<file path="src/core/vapotg_pkg.sv">
// package: register map, field layout and timing constants of the protection and setpoint bank
package vapotg_pkg;

   // -------------------------------------------------------------
   // register addresses
   // -------------------------------------------------------------
   localparam logic [7:0]  ADDR_SETPT_LO       = 8'h06;
   localparam logic [7:0]  ADDR_SETPT_HI       = 8'h07;
   localparam logic [7:0]  ADDR_PROTECT        = 8'h3E;

   // -------------------------------------------------------------
   // reset values
   // -------------------------------------------------------------
   localparam logic [15:0] SETPT_RESET         = 16'h09C4;
   localparam logic [7:0]  PROTECT_RESET_ONE   = 8'h04;
   localparam logic [7:0]  PROTECT_RESET_MULTI = 8'h6C;

   // -------------------------------------------------------------
   // field layout
   // -------------------------------------------------------------
   localparam int          TH_HI               = 7;
   localparam int          TH_LO               = 2;
   localparam int          TRACK_BIT           = 1;
   localparam int          FSWAP_BIT           = 0;
   localparam int          SETPT_HI            = 13;
   localparam int          SETPT_LO            = 2;
   localparam int          RSV_HI              = 15;
   localparam int          RSV_LO              = 14;
   localparam logic [1:0]  RSV_ZERO            = 2'h0;
   localparam logic [1:0]  LOW_BITS_ZERO       = 2'h0;
   localparam logic [5:0]  ONE_CELL_MASK       = 6'h07;

   // -------------------------------------------------------------
   // voltage scaling
   // -------------------------------------------------------------
   localparam int          SETPT_LSB_MV        = 8;
   localparam int          SETPT_MIN_MV        = 3000;
   localparam int          SETPT_MAX_MV        = 24000;
   localparam logic [11:0] SETPT_MIN_CODE      = 12'(SETPT_MIN_MV / SETPT_LSB_MV);
   localparam logic [11:0] SETPT_MAX_CODE      = 12'(SETPT_MAX_MV / SETPT_LSB_MV);
   localparam logic [13:0] ALERT_OFFSET_MV     = 14'h0C80;
   localparam logic [13:0] ALERT_STEP_MV       = 14'h0064;
   localparam logic [13:0] ALERT_ONE_CELL_MAX  = 14'h0F3C;

   // -------------------------------------------------------------
   // timing
   // -------------------------------------------------------------
   localparam int          CLK_PERIOD_NS       = 50;
   localparam int          BLANK_US            = 50;
   localparam int          BLANK_CYCLES        = (BLANK_US * 1000) / CLK_PERIOD_NS;
   localparam int          BLANK_W             = 10;

   // -------------------------------------------------------------
   // byte register access from the serial engine
   // -------------------------------------------------------------
   typedef struct packed {
      logic       wr_en;
      logic       rd_en;
      logic [7:0] addr;
      logic [7:0] data;
   } vapotg_req_t;

endpackage

</file>
<file path="src/core/vapotg_regs.sv">
// register bank: minimum voltage protection byte and reverse power voltage setpoint
`timescale 1ns/1ps
`default_nettype none

// Function
// - protect byte bits 7:2 hold six-bit alert threshold, weights 3200 down to 100 mV.
// - threshold resets per cell strap: 2-4 cells 0x6C, one cell 0x04.
// - tracking bit 1 makes level two follow level one; resets disabled.
// - bit 0 enables fast role swap; resets to zero.
// - fast swap enable rising edge blanks power stage about 50 us.
// - high impedance enable forces fast swap enable to zero.
// - setpoint is 12 bits at 13:2, 8 mV per step.
// - setpoint register resets to 09C4h.
// - during reverse power the applied setpoint is clamped to 3 V..24 V.
// - setpoint writes outside 3 V..24 V are discarded, old value kept.
// - bits 15:14 must be zero; a write setting them is invalid.
// - bits 1:0 are ignored on write and read as zero.
// - alert threshold equals 3.2 V plus weights of set bits.
// - one cell uses only the low three threshold bits.
module vapotg_regs (
   input  wire logic                    clk_sys,
   input  wire logic                    reset_n,
   input  wire vapotg_pkg::vapotg_req_t host_req,
   input  wire logic                    multi_cell,
   input  wire logic                    high_impedance_enable,
   input  wire logic                    otg_active,
   input  wire logic [5:0]              sys_alert_level_one,
   output var  logic [7:0]              rd_data_r,
   output var  logic                    rd_valid_r,
   output var  logic                    write_invalid_r,
   output var  logic [11:0]             setpoint_code_r,
   output var  logic [13:0]             sys_alert_level_two_mv_r,
   output var  logic                    fast_swap_enable_r,
   output var  logic                    power_stage_off_r
);

   // -------------------------------------------------------------
   // helpers
   // -------------------------------------------------------------
   function automatic logic code_in_range(input logic [11:0] code);
      return (code >= vapotg_pkg::SETPT_MIN_CODE) && (code <= vapotg_pkg::SETPT_MAX_CODE);
   endfunction

   function automatic logic [11:0] clamp_code(input logic [11:0] code);
      if (code < vapotg_pkg::SETPT_MIN_CODE) begin
         return vapotg_pkg::SETPT_MIN_CODE;
      end else if (code > vapotg_pkg::SETPT_MAX_CODE) begin
         return vapotg_pkg::SETPT_MAX_CODE;
      end
      return code;
   endfunction

   // -------------------------------------------------------------
   // state
   // -------------------------------------------------------------
   logic [7:0]  protect_r;
   logic [7:0]  protect_nxt;
   logic [15:0] setpt_r;
   logic [15:0] setpt_nxt;
   logic [7:0]  lo_stage_r;
   logic [7:0]  lo_stage_nxt;
   logic        init_done_r;

   // -------------------------------------------------------------
   // decode
   // -------------------------------------------------------------
   wire         wr_protect  = host_req.wr_en && host_req.addr == vapotg_pkg::ADDR_PROTECT;
   wire         wr_lo       = host_req.wr_en && host_req.addr == vapotg_pkg::ADDR_SETPT_LO;
   wire         wr_hi       = host_req.wr_en && host_req.addr == vapotg_pkg::ADDR_SETPT_HI;
   wire [15:0]  wr_word     = {host_req.data, lo_stage_r};
   wire [11:0]  wr_code     = wr_word[vapotg_pkg::SETPT_HI:vapotg_pkg::SETPT_LO];
   wire         rsv_clear   = wr_word[vapotg_pkg::RSV_HI:vapotg_pkg::RSV_LO]
                              == vapotg_pkg::RSV_ZERO;
   wire         hi_valid    = rsv_clear && code_in_range(wr_code);
   wire [11:0]  stored_code = setpt_r[vapotg_pkg::SETPT_HI:vapotg_pkg::SETPT_LO];
   wire [7:0]   strap_value = multi_cell ? vapotg_pkg::PROTECT_RESET_MULTI
                                         : vapotg_pkg::PROTECT_RESET_ONE;

   // -------------------------------------------------------------
   // protection byte
   // -------------------------------------------------------------
   // the strap is caught on the first edge after release, never by the async reset
   wire [7:0]   protect_wr  = wr_protect ? host_req.data : protect_r;
   wire [7:0]   protect_src = init_done_r ? protect_wr : strap_value;
   assign protect_nxt = {protect_src[7:1],
                         protect_src[vapotg_pkg::FSWAP_BIT] & ~high_impedance_enable};

   // -------------------------------------------------------------
   // setpoint: low byte staged, whole word applied on the high byte
   // -------------------------------------------------------------
   assign lo_stage_nxt = wr_lo ? host_req.data : lo_stage_r;
   assign setpt_nxt    = (wr_hi && hi_valid)
                         ? {vapotg_pkg::RSV_ZERO, wr_code, vapotg_pkg::LOW_BITS_ZERO}
                         : setpt_r;

   // -------------------------------------------------------------
   // derived outputs
   // -------------------------------------------------------------
   wire [5:0]   level_two_raw  = protect_r[vapotg_pkg::TRACK_BIT]
                                 ? sys_alert_level_one
                                 : protect_r[vapotg_pkg::TH_HI:vapotg_pkg::TH_LO];
   wire [5:0]   level_two_code = multi_cell ? level_two_raw
                                            : (level_two_raw & vapotg_pkg::ONE_CELL_MASK);
   wire [13:0]  level_two_mv   = vapotg_pkg::ALERT_OFFSET_MV
                                 + 14'(level_two_code) * vapotg_pkg::ALERT_STEP_MV;
   wire [11:0]  applied_code   = otg_active ? clamp_code(stored_code) : stored_code;
   wire         swap_start     = protect_r[vapotg_pkg::FSWAP_BIT] & ~fast_swap_enable_r;

   wire [7:0]   rd_mux = (host_req.addr == vapotg_pkg::ADDR_PROTECT)  ? protect_r :
                         (host_req.addr == vapotg_pkg::ADDR_SETPT_LO) ? setpt_r[7:0] :
                         (host_req.addr == vapotg_pkg::ADDR_SETPT_HI) ? setpt_r[15:8] :
                         8'h00;

   // -------------------------------------------------------------
   // registers
   // -------------------------------------------------------------
   always_ff @(posedge clk_sys or negedge reset_n) begin
      if (!reset_n) begin
         init_done_r <= 1'b0;
         protect_r   <= vapotg_pkg::PROTECT_RESET_ONE;
         setpt_r     <= vapotg_pkg::SETPT_RESET;
         lo_stage_r  <= vapotg_pkg::SETPT_RESET[7:0];
      end else begin
         init_done_r <= 1'b1;
         protect_r   <= protect_nxt;
         setpt_r     <= setpt_nxt;
         lo_stage_r  <= lo_stage_nxt;
      end
   end

   always_ff @(posedge clk_sys or negedge reset_n) begin
      if (!reset_n) begin
         rd_data_r                <= 8'h00;
         rd_valid_r               <= 1'b0;
         write_invalid_r          <= 1'b0;
         setpoint_code_r          <= vapotg_pkg::SETPT_RESET[13:2];
         sys_alert_level_two_mv_r <= vapotg_pkg::ALERT_OFFSET_MV;
         fast_swap_enable_r       <= 1'b0;
      end else begin
         rd_data_r                <= host_req.rd_en ? rd_mux : rd_data_r;
         rd_valid_r               <= host_req.rd_en;
         write_invalid_r          <= wr_hi && !hi_valid;
         setpoint_code_r          <= applied_code;
         sys_alert_level_two_mv_r <= level_two_mv;
         fast_swap_enable_r       <= protect_r[vapotg_pkg::FSWAP_BIT];
      end
   end

   vapotg_blank_timer u_blank (
      .clk_sys (clk_sys),
      .reset_n (reset_n),
      .start   (swap_start),
      .busy_r  (power_stage_off_r)
   );

   // -------------------------------------------------------------
   // checks
   // -------------------------------------------------------------
   localparam logic [11:0] MIN_C = vapotg_pkg::SETPT_MIN_CODE;
   localparam logic [11:0] MAX_C = vapotg_pkg::SETPT_MAX_CODE;

   chk_rsv_bits_reject: assert property (@(posedge clk_sys) disable iff (!reset_n)
      wr_hi && host_req.data[7:6] != 2'h0 |=> $stable(setpt_r) && write_invalid_r)
      else $error("write with reserved bits set was applied");

   chk_range_reject: assert property (@(posedge clk_sys) disable iff (!reset_n)
      wr_hi && (wr_code < MIN_C || wr_code > MAX_C) |=> $stable(setpt_r))
      else $error("out of range setpoint was stored");

   chk_valid_apply: assert property (@(posedge clk_sys) disable iff (!reset_n)
      wr_hi && hi_valid |=> setpt_r[13:2] == $past(wr_code) && setpt_r[15:14] == 2'h0)
      else $error("valid setpoint word not applied");

   chk_low_bits_zero: assert property (@(posedge clk_sys) disable iff (!reset_n)
      setpt_r[1:0] == 2'h0)
      else $error("ignored setpoint bits hold a value");

   chk_hiz_forces: assert property (@(posedge clk_sys) disable iff (!reset_n)
      high_impedance_enable |=> !protect_r[0] ##1 !fast_swap_enable_r)
      else $error("fast swap survived high impedance mode");

   chk_swap_blank: assert property (@(posedge clk_sys) disable iff (!reset_n)
      $rose(fast_swap_enable_r) |-> power_stage_off_r)
      else $error("no blanking on fast swap enable edge");

   chk_clamp_range: assert property (@(posedge clk_sys) disable iff (!reset_n)
      otg_active |=> setpoint_code_r >= MIN_C && setpoint_code_r <= MAX_C)
      else $error("applied setpoint outside clamp");

   chk_one_cell_cap: assert property (@(posedge clk_sys) disable iff (!reset_n)
      !multi_cell |=> sys_alert_level_two_mv_r <= vapotg_pkg::ALERT_ONE_CELL_MAX)
      else $error("one cell alert above cap");

   chk_strap_load: assert property (@(posedge clk_sys) disable iff (!reset_n)
      $rose(init_done_r) |-> protect_r == ($past(multi_cell) ? 8'h6C : 8'h04))
      else $error("protect byte not loaded from strap");

   chk_track_follow: assert property (@(posedge clk_sys) disable iff (!reset_n)
      protect_r[1] && multi_cell |=> sys_alert_level_two_mv_r
         == 14'h0C80 + 14'($past(sys_alert_level_one)) * 14'h0064)
      else $error("level two does not follow level one");

   chk_protect_write: assert property (@(posedge clk_sys) disable iff (!reset_n)
      wr_protect && init_done_r && !high_impedance_enable |=> protect_r == $past(host_req.data))
      else $error("protect byte write not stored");

   // a staged low byte alone must never move the applied setpoint
   chk_lo_staged: assert property (@(posedge clk_sys) disable iff (!reset_n)
      wr_lo |=> $stable(setpt_r))
      else $error("low byte write changed the setpoint");

   cov_valid_write: cover property (@(posedge clk_sys) disable iff (!reset_n)
      wr_lo ##[1:4] (wr_hi && hi_valid));
   cov_invalid_write: cover property (@(posedge clk_sys) disable iff (!reset_n)
      wr_hi && !hi_valid);
   cov_swap_blank: cover property (@(posedge clk_sys) disable iff (!reset_n)
      $rose(power_stage_off_r));
   cov_hiz_blocks: cover property (@(posedge clk_sys) disable iff (!reset_n)
      high_impedance_enable && wr_protect && host_req.data[vapotg_pkg::FSWAP_BIT]);

endmodule

`default_nettype wire

</file>
<file path="src/core/vapotg_blank_timer.sv">
// power stage blanking timer started by a fast swap enable edge
`timescale 1ns/1ps
`default_nettype none

module vapotg_blank_timer (
   input  wire logic clk_sys,
   input  wire logic reset_n,
   input  wire logic start,
   output var  logic busy_r
);

   localparam int                       BLANK_LEN = vapotg_pkg::BLANK_CYCLES;
   localparam int                       BW        = vapotg_pkg::BLANK_W;
   localparam logic [BW-1:0]            LOAD      = BW'(BLANK_LEN - 1);
   localparam logic [vapotg_pkg::BLANK_W-1:0] ZERO = '0;

   logic [vapotg_pkg::BLANK_W-1:0] cnt_r;
   logic [vapotg_pkg::BLANK_W-1:0] cnt_nxt;
   logic                           busy_nxt;

   // a new edge while blanking restarts the full interval
   assign cnt_nxt  = start ? LOAD : (cnt_r != ZERO ? cnt_r - 1'b1 : ZERO);
   assign busy_nxt = start | (cnt_r != ZERO);

   always_ff @(posedge clk_sys or negedge reset_n) begin
      if (!reset_n) begin
         cnt_r  <= '0;
         busy_r <= 1'b0;
      end else begin
         cnt_r  <= cnt_nxt;
         busy_r <= busy_nxt;
      end
   end

   chk_blank_ends: assert property (@(posedge clk_sys) disable iff (!reset_n)
      $rose(busy_r) && !start |-> ##[1:BLANK_LEN] !busy_r)
      else $error("blanking lasted beyond its interval");

   chk_blank_min: assert property (@(posedge clk_sys) disable iff (!reset_n)
      $rose(busy_r) |-> busy_r [*8])
      else $error("blanking ended too early");

endmodule

`default_nettype wire

</file>
<file path="config.mk">
export PLATFORM = sky130hd
export DESIGN_NAME = vapotg_regs
export DESIGN_NICKNAME = d
export VERILOG_FILES = /design/src/core/vapotg_pkg.sv /design/src/core/vapotg_regs.sv /design/src/core/vapotg_blank_timer.sv
export SDC_FILE = /design/constraint.sdc
export NUM_CORES = 1
export LEC_CHECK = 0
export ABC_AREA = 0
export BUFFER_PORTS_ARGS = -buffer_cell sky130_fd_sc_hd__buf_2
export CORE_ASPECT_RATIO = 0.7
export CORE_UTILIZATION = 55
export DETAILED_ROUTE_END_ITERATION = 10
export PLACE_DENSITY_LB_ADDON = 0.08
export SLEW_MARGIN = 20
export SYNTH_ARGS = -nofsm -noshare
export SYNTH_HDL_FRONTEND = slang
export SYNTH_HIERARCHICAL = 1
export SYNTH_SLANG_ARGS = --single-unit
</file>
<file path="constraint.sdc">
create_clock -name clk_sys -period 5.5 [get_ports clk_sys]
set_input_delay 1.1 -clock clk_sys [delete_from_list [all_inputs] [get_ports clk_sys]]
set_output_delay 1.1 -clock clk_sys [all_outputs]
set_load 0.01 [all_outputs]
</file>
==> run metrics <==
Synth-to-Final Area Change 15.48%; number of hold buffers added after cts 0; Max Slew Vio Count 0; CP Data Arrival Time 4.05 ns; Clk pwr share 30.2%; Worst Path Required about 5.7 ns; worst slew pin tran 1.031 ns; Buf/Inv on CP 2; cell breakdown of the critical path buf_2, mux2_2, nand2_1, inv_1, ha_1, ha_1, ha_1, ha_1, o21ai_0, or4b_2, o2111ai_1, a211oi_1, xor2_1; CTS max path bufs 2; Core Area 6426 µm²; Row Count 24; final hold violations 0; # DRC 0; wire length on met3 605 µm; Final TNS setup 0 ns; Synth warnings 6; async set-reset flop share out of synthesis 100.0%; vias about 2.7k; Nets about 440; Sequential Power Share between 40% and 50%; GP Congestion roughly 0.79; peak supply drop roughly 0.18 mV; top-level I/O count 67; Ant. Diodes 0; hpwl dp 5.902 mm; wl on met1 approximately 4.1 mm; Post-synth EDFFs 0; max-cap violations 0; RSZ-0062 raised after global routing no; clk sinks 73; Post-Syn Instances between 300 and 400; Final Skew roughly 0.010 ns; clk_lat worst skew 0.34 ns; vias per inst approximately 5.6; Post-DRT Antenna Nets 0; post-CTS setup buffer count 0; Worst path top cell family by delay adder cells; violation count after the first detailed-route iteration 150; Int Pwr 0.0009632 W; Sw Ratio 30.07%; Hold Path Class register to register; most frequent CP cell ha_1; Tmin final between 3 and 4 ns; status complete, no violations; largest net degree at the start of global routing 74; area share of the largest cell type after synthesis a little under two fifths; Worst path slowest cell or4b_2; cts bufs inserted 9; combinational power share 20.6%; cts repair resizes 0; mean post-synth cell area between 10 and 15 µm²; Pre-antenna DRT Iters 4; Slew HR 30.76%; Fmax roughly 260 MHz; switching power a little over 0.0004 W; synth top area cells dfrtp_1 37%, dfstp_2 12%, ha_1 8.0%; commonest cells in the synthesized netlist 56 x dfrtp_1, 24 x ha_1, 20 x inv_1, 17 x dfstp_2, 14 x o21ai_0; Post-Syn Area roughly 3800 µm²; Starting Density just under 60%; gr ovfl total 0; clock root buffer master clkbuf_8; top routing layer in use met4; top-count cell post-synth dfrtp_1; cell area power density around 320 nW/µm²; H-tree depth 3; Reg clk slew, reported paths about 0.070 ns; met2 WL ~3.1 mm; Crit. End Element register; Top FF cell, synth dfrtp_1; die height around 70 µm; routed len/inst between 15 and 20 µm; Yosys top cell by area dfrtp_1; CTS tree done; initial antenna violation count 0; Yosys cell types just over 60; Crit path largest cell delay about 0.63 ns; startpoint types input port; Die Area between 7000 and 8000 µm²; Critical Path Fanout Max 3; leakage between 2 and 2.5 nW; die width 100.9 µm; wire length of the first global-routing pass 13.10 mm; register area share after synthesis roughly half; critical path class input port to register; Post-Route WL 7.955 mm; Final Cycle Share roughly 70%; final setup vio count 0; fin util around 68%; vias in the first global route between 2k and 3k; Global Route Usage Sum ~25%; port bufs 64; layout cell share with drive strength beyond 1 between 30% and 40%; FF+latch count, synth between 70 and 80
per-stage QoR:
step                instances  setup slack, ns  area [µm²]  power [W]  hold WS (ns)
finish                    483            1.654        4350   0.001377        0.4523
detailed placement        467            1.306        4153  0.0009688        0.4292
global placement          467            1.437        4153  0.0009569        0.4181
global route              483            1.465        4350   0.001458        0.4692
CTS                       483            1.653        4350   0.001388        0.4454
floorplan                 323            1.621        3771  0.0008687        0.3870
routing by layer:
layer / track usage (%) / up-vias
met5: 0 / -
met4: 8.374 / 0
met3: 6.927 / 18
met2: 32.34 / 98
met1: 38.37 / 1280
li1: - / 1305
worst reg2reg max path: cells and delay by family (launching register included):
family                     cells  cell delay (ns)
xor gates and xnor gates       1             0.16
DFF                            1             0.56
buffers and inverters          1             0.08
and+or+nand+nor                2             0.72
adders and majority gates      4             1.21
AOI/OAI and AO/OA              3             0.43
muxes                          1             0.38
logic make-up (layout without fill, tap and decap cells):
logic type,Yosys count,after routing,share of synthesized area (%)
buffers and inverters,32,101,3.587
AND/OR/NAND/NOR,82,82,14.35
XOR/XNOR,9,9,2.092
adder cells (fa/ha/maj),25,25,8.502
flip-flops,73,73,49.05
other,2,3,0.1993
AO/OA/AOI/OAI,67,67,11.99
multiplexers,32,32,10.23
state kept, by name (all words and copies together), names as in the netlist, 6 cells and up:
| name | cells |
|---|---|
| protect_r | 8 |
| lo_stage_r | 6 |
| setpoint_code_r | 12 |
| sys_alert_level_two_mv_r | 12 |
| setpt_r | 12 |
| u_blank/cnt_r | 10 |
| rd_data_r | 8 |
path summary, 6_finish.rpt:
| path | from | end | slack (ns) | depth (start not counted) |
|---|---|---|---|---|
| worst max-delay path | sys_alert_level_one[4] | sys_alert_level_two_mv_r[12] | 1.65 | 13 |
| worst min-delay path | protect_r[0] | fast_swap_enable_r | 0.45 | 0 |
| worst max register to register | protect_r[1] | sys_alert_level_two_mv_r[12] | 1.83 | 12 |
| worst min register to register | protect_r[0] | fast_swap_enable_r | 0.45 | 0 |
| max in group asynchronous | reset_n | sys_alert_level_two_mv_r[4] | 3.96 | 2 |
| min in group asynchronous | reset_n | sys_alert_level_two_mv_r[9] | 0.97 | 2 |
area by class of cell:
type | instances | area [µm²]
clock buffers | 12 | 145.1
clock inverters | 4 | 52.55
repair buffers | 65 | 327.8
inverters | 20 | 75.07
flip-flops and latches | 73 | 1848
fillers | 512 | 2076
multi-input cells | 218 | 1788
well taps | 91 | 113.9
power groups by stage:
stage / registers [W] / clock network (W) / logic, W
floorplan: 0.000683 / 0 / 0.000186
global placement: 0.000680 / 0 / 0.000277
detailed placement: 0.000683 / 0 / 0.000286
CTS: 0.000674 / 0.000427 / 0.000287
global route: 0.000683 / 0.000453 / 0.000322
finish: 0.000677 / 0.000415 / 0.000284
cell usage in the layout (no fill, tap or decap), types with 5 or more instances in the layout:
master	Yosys	routed
dfrtp_1	56	56
nand2_1	5	5
o21ai_0	14	14
inv_1	20	20
clkbuf_8	0	10
mux2_2	12	12
a21oi_1	8	8
a21o_1	5	5
buf_2	0	64
a211oi_1	6	6
nor2b_1	9	9
nand3_1	11	11
nor2_1	11	11
dfstp_2	17	17
mux2_4	10	10
mux2i_1	10	10
ha_1	24	24
nor3_1	5	5
a22oi_1	8	8
xor2_1	5	5
and3_1	5	5
Power figures use the tool's default switching activity.
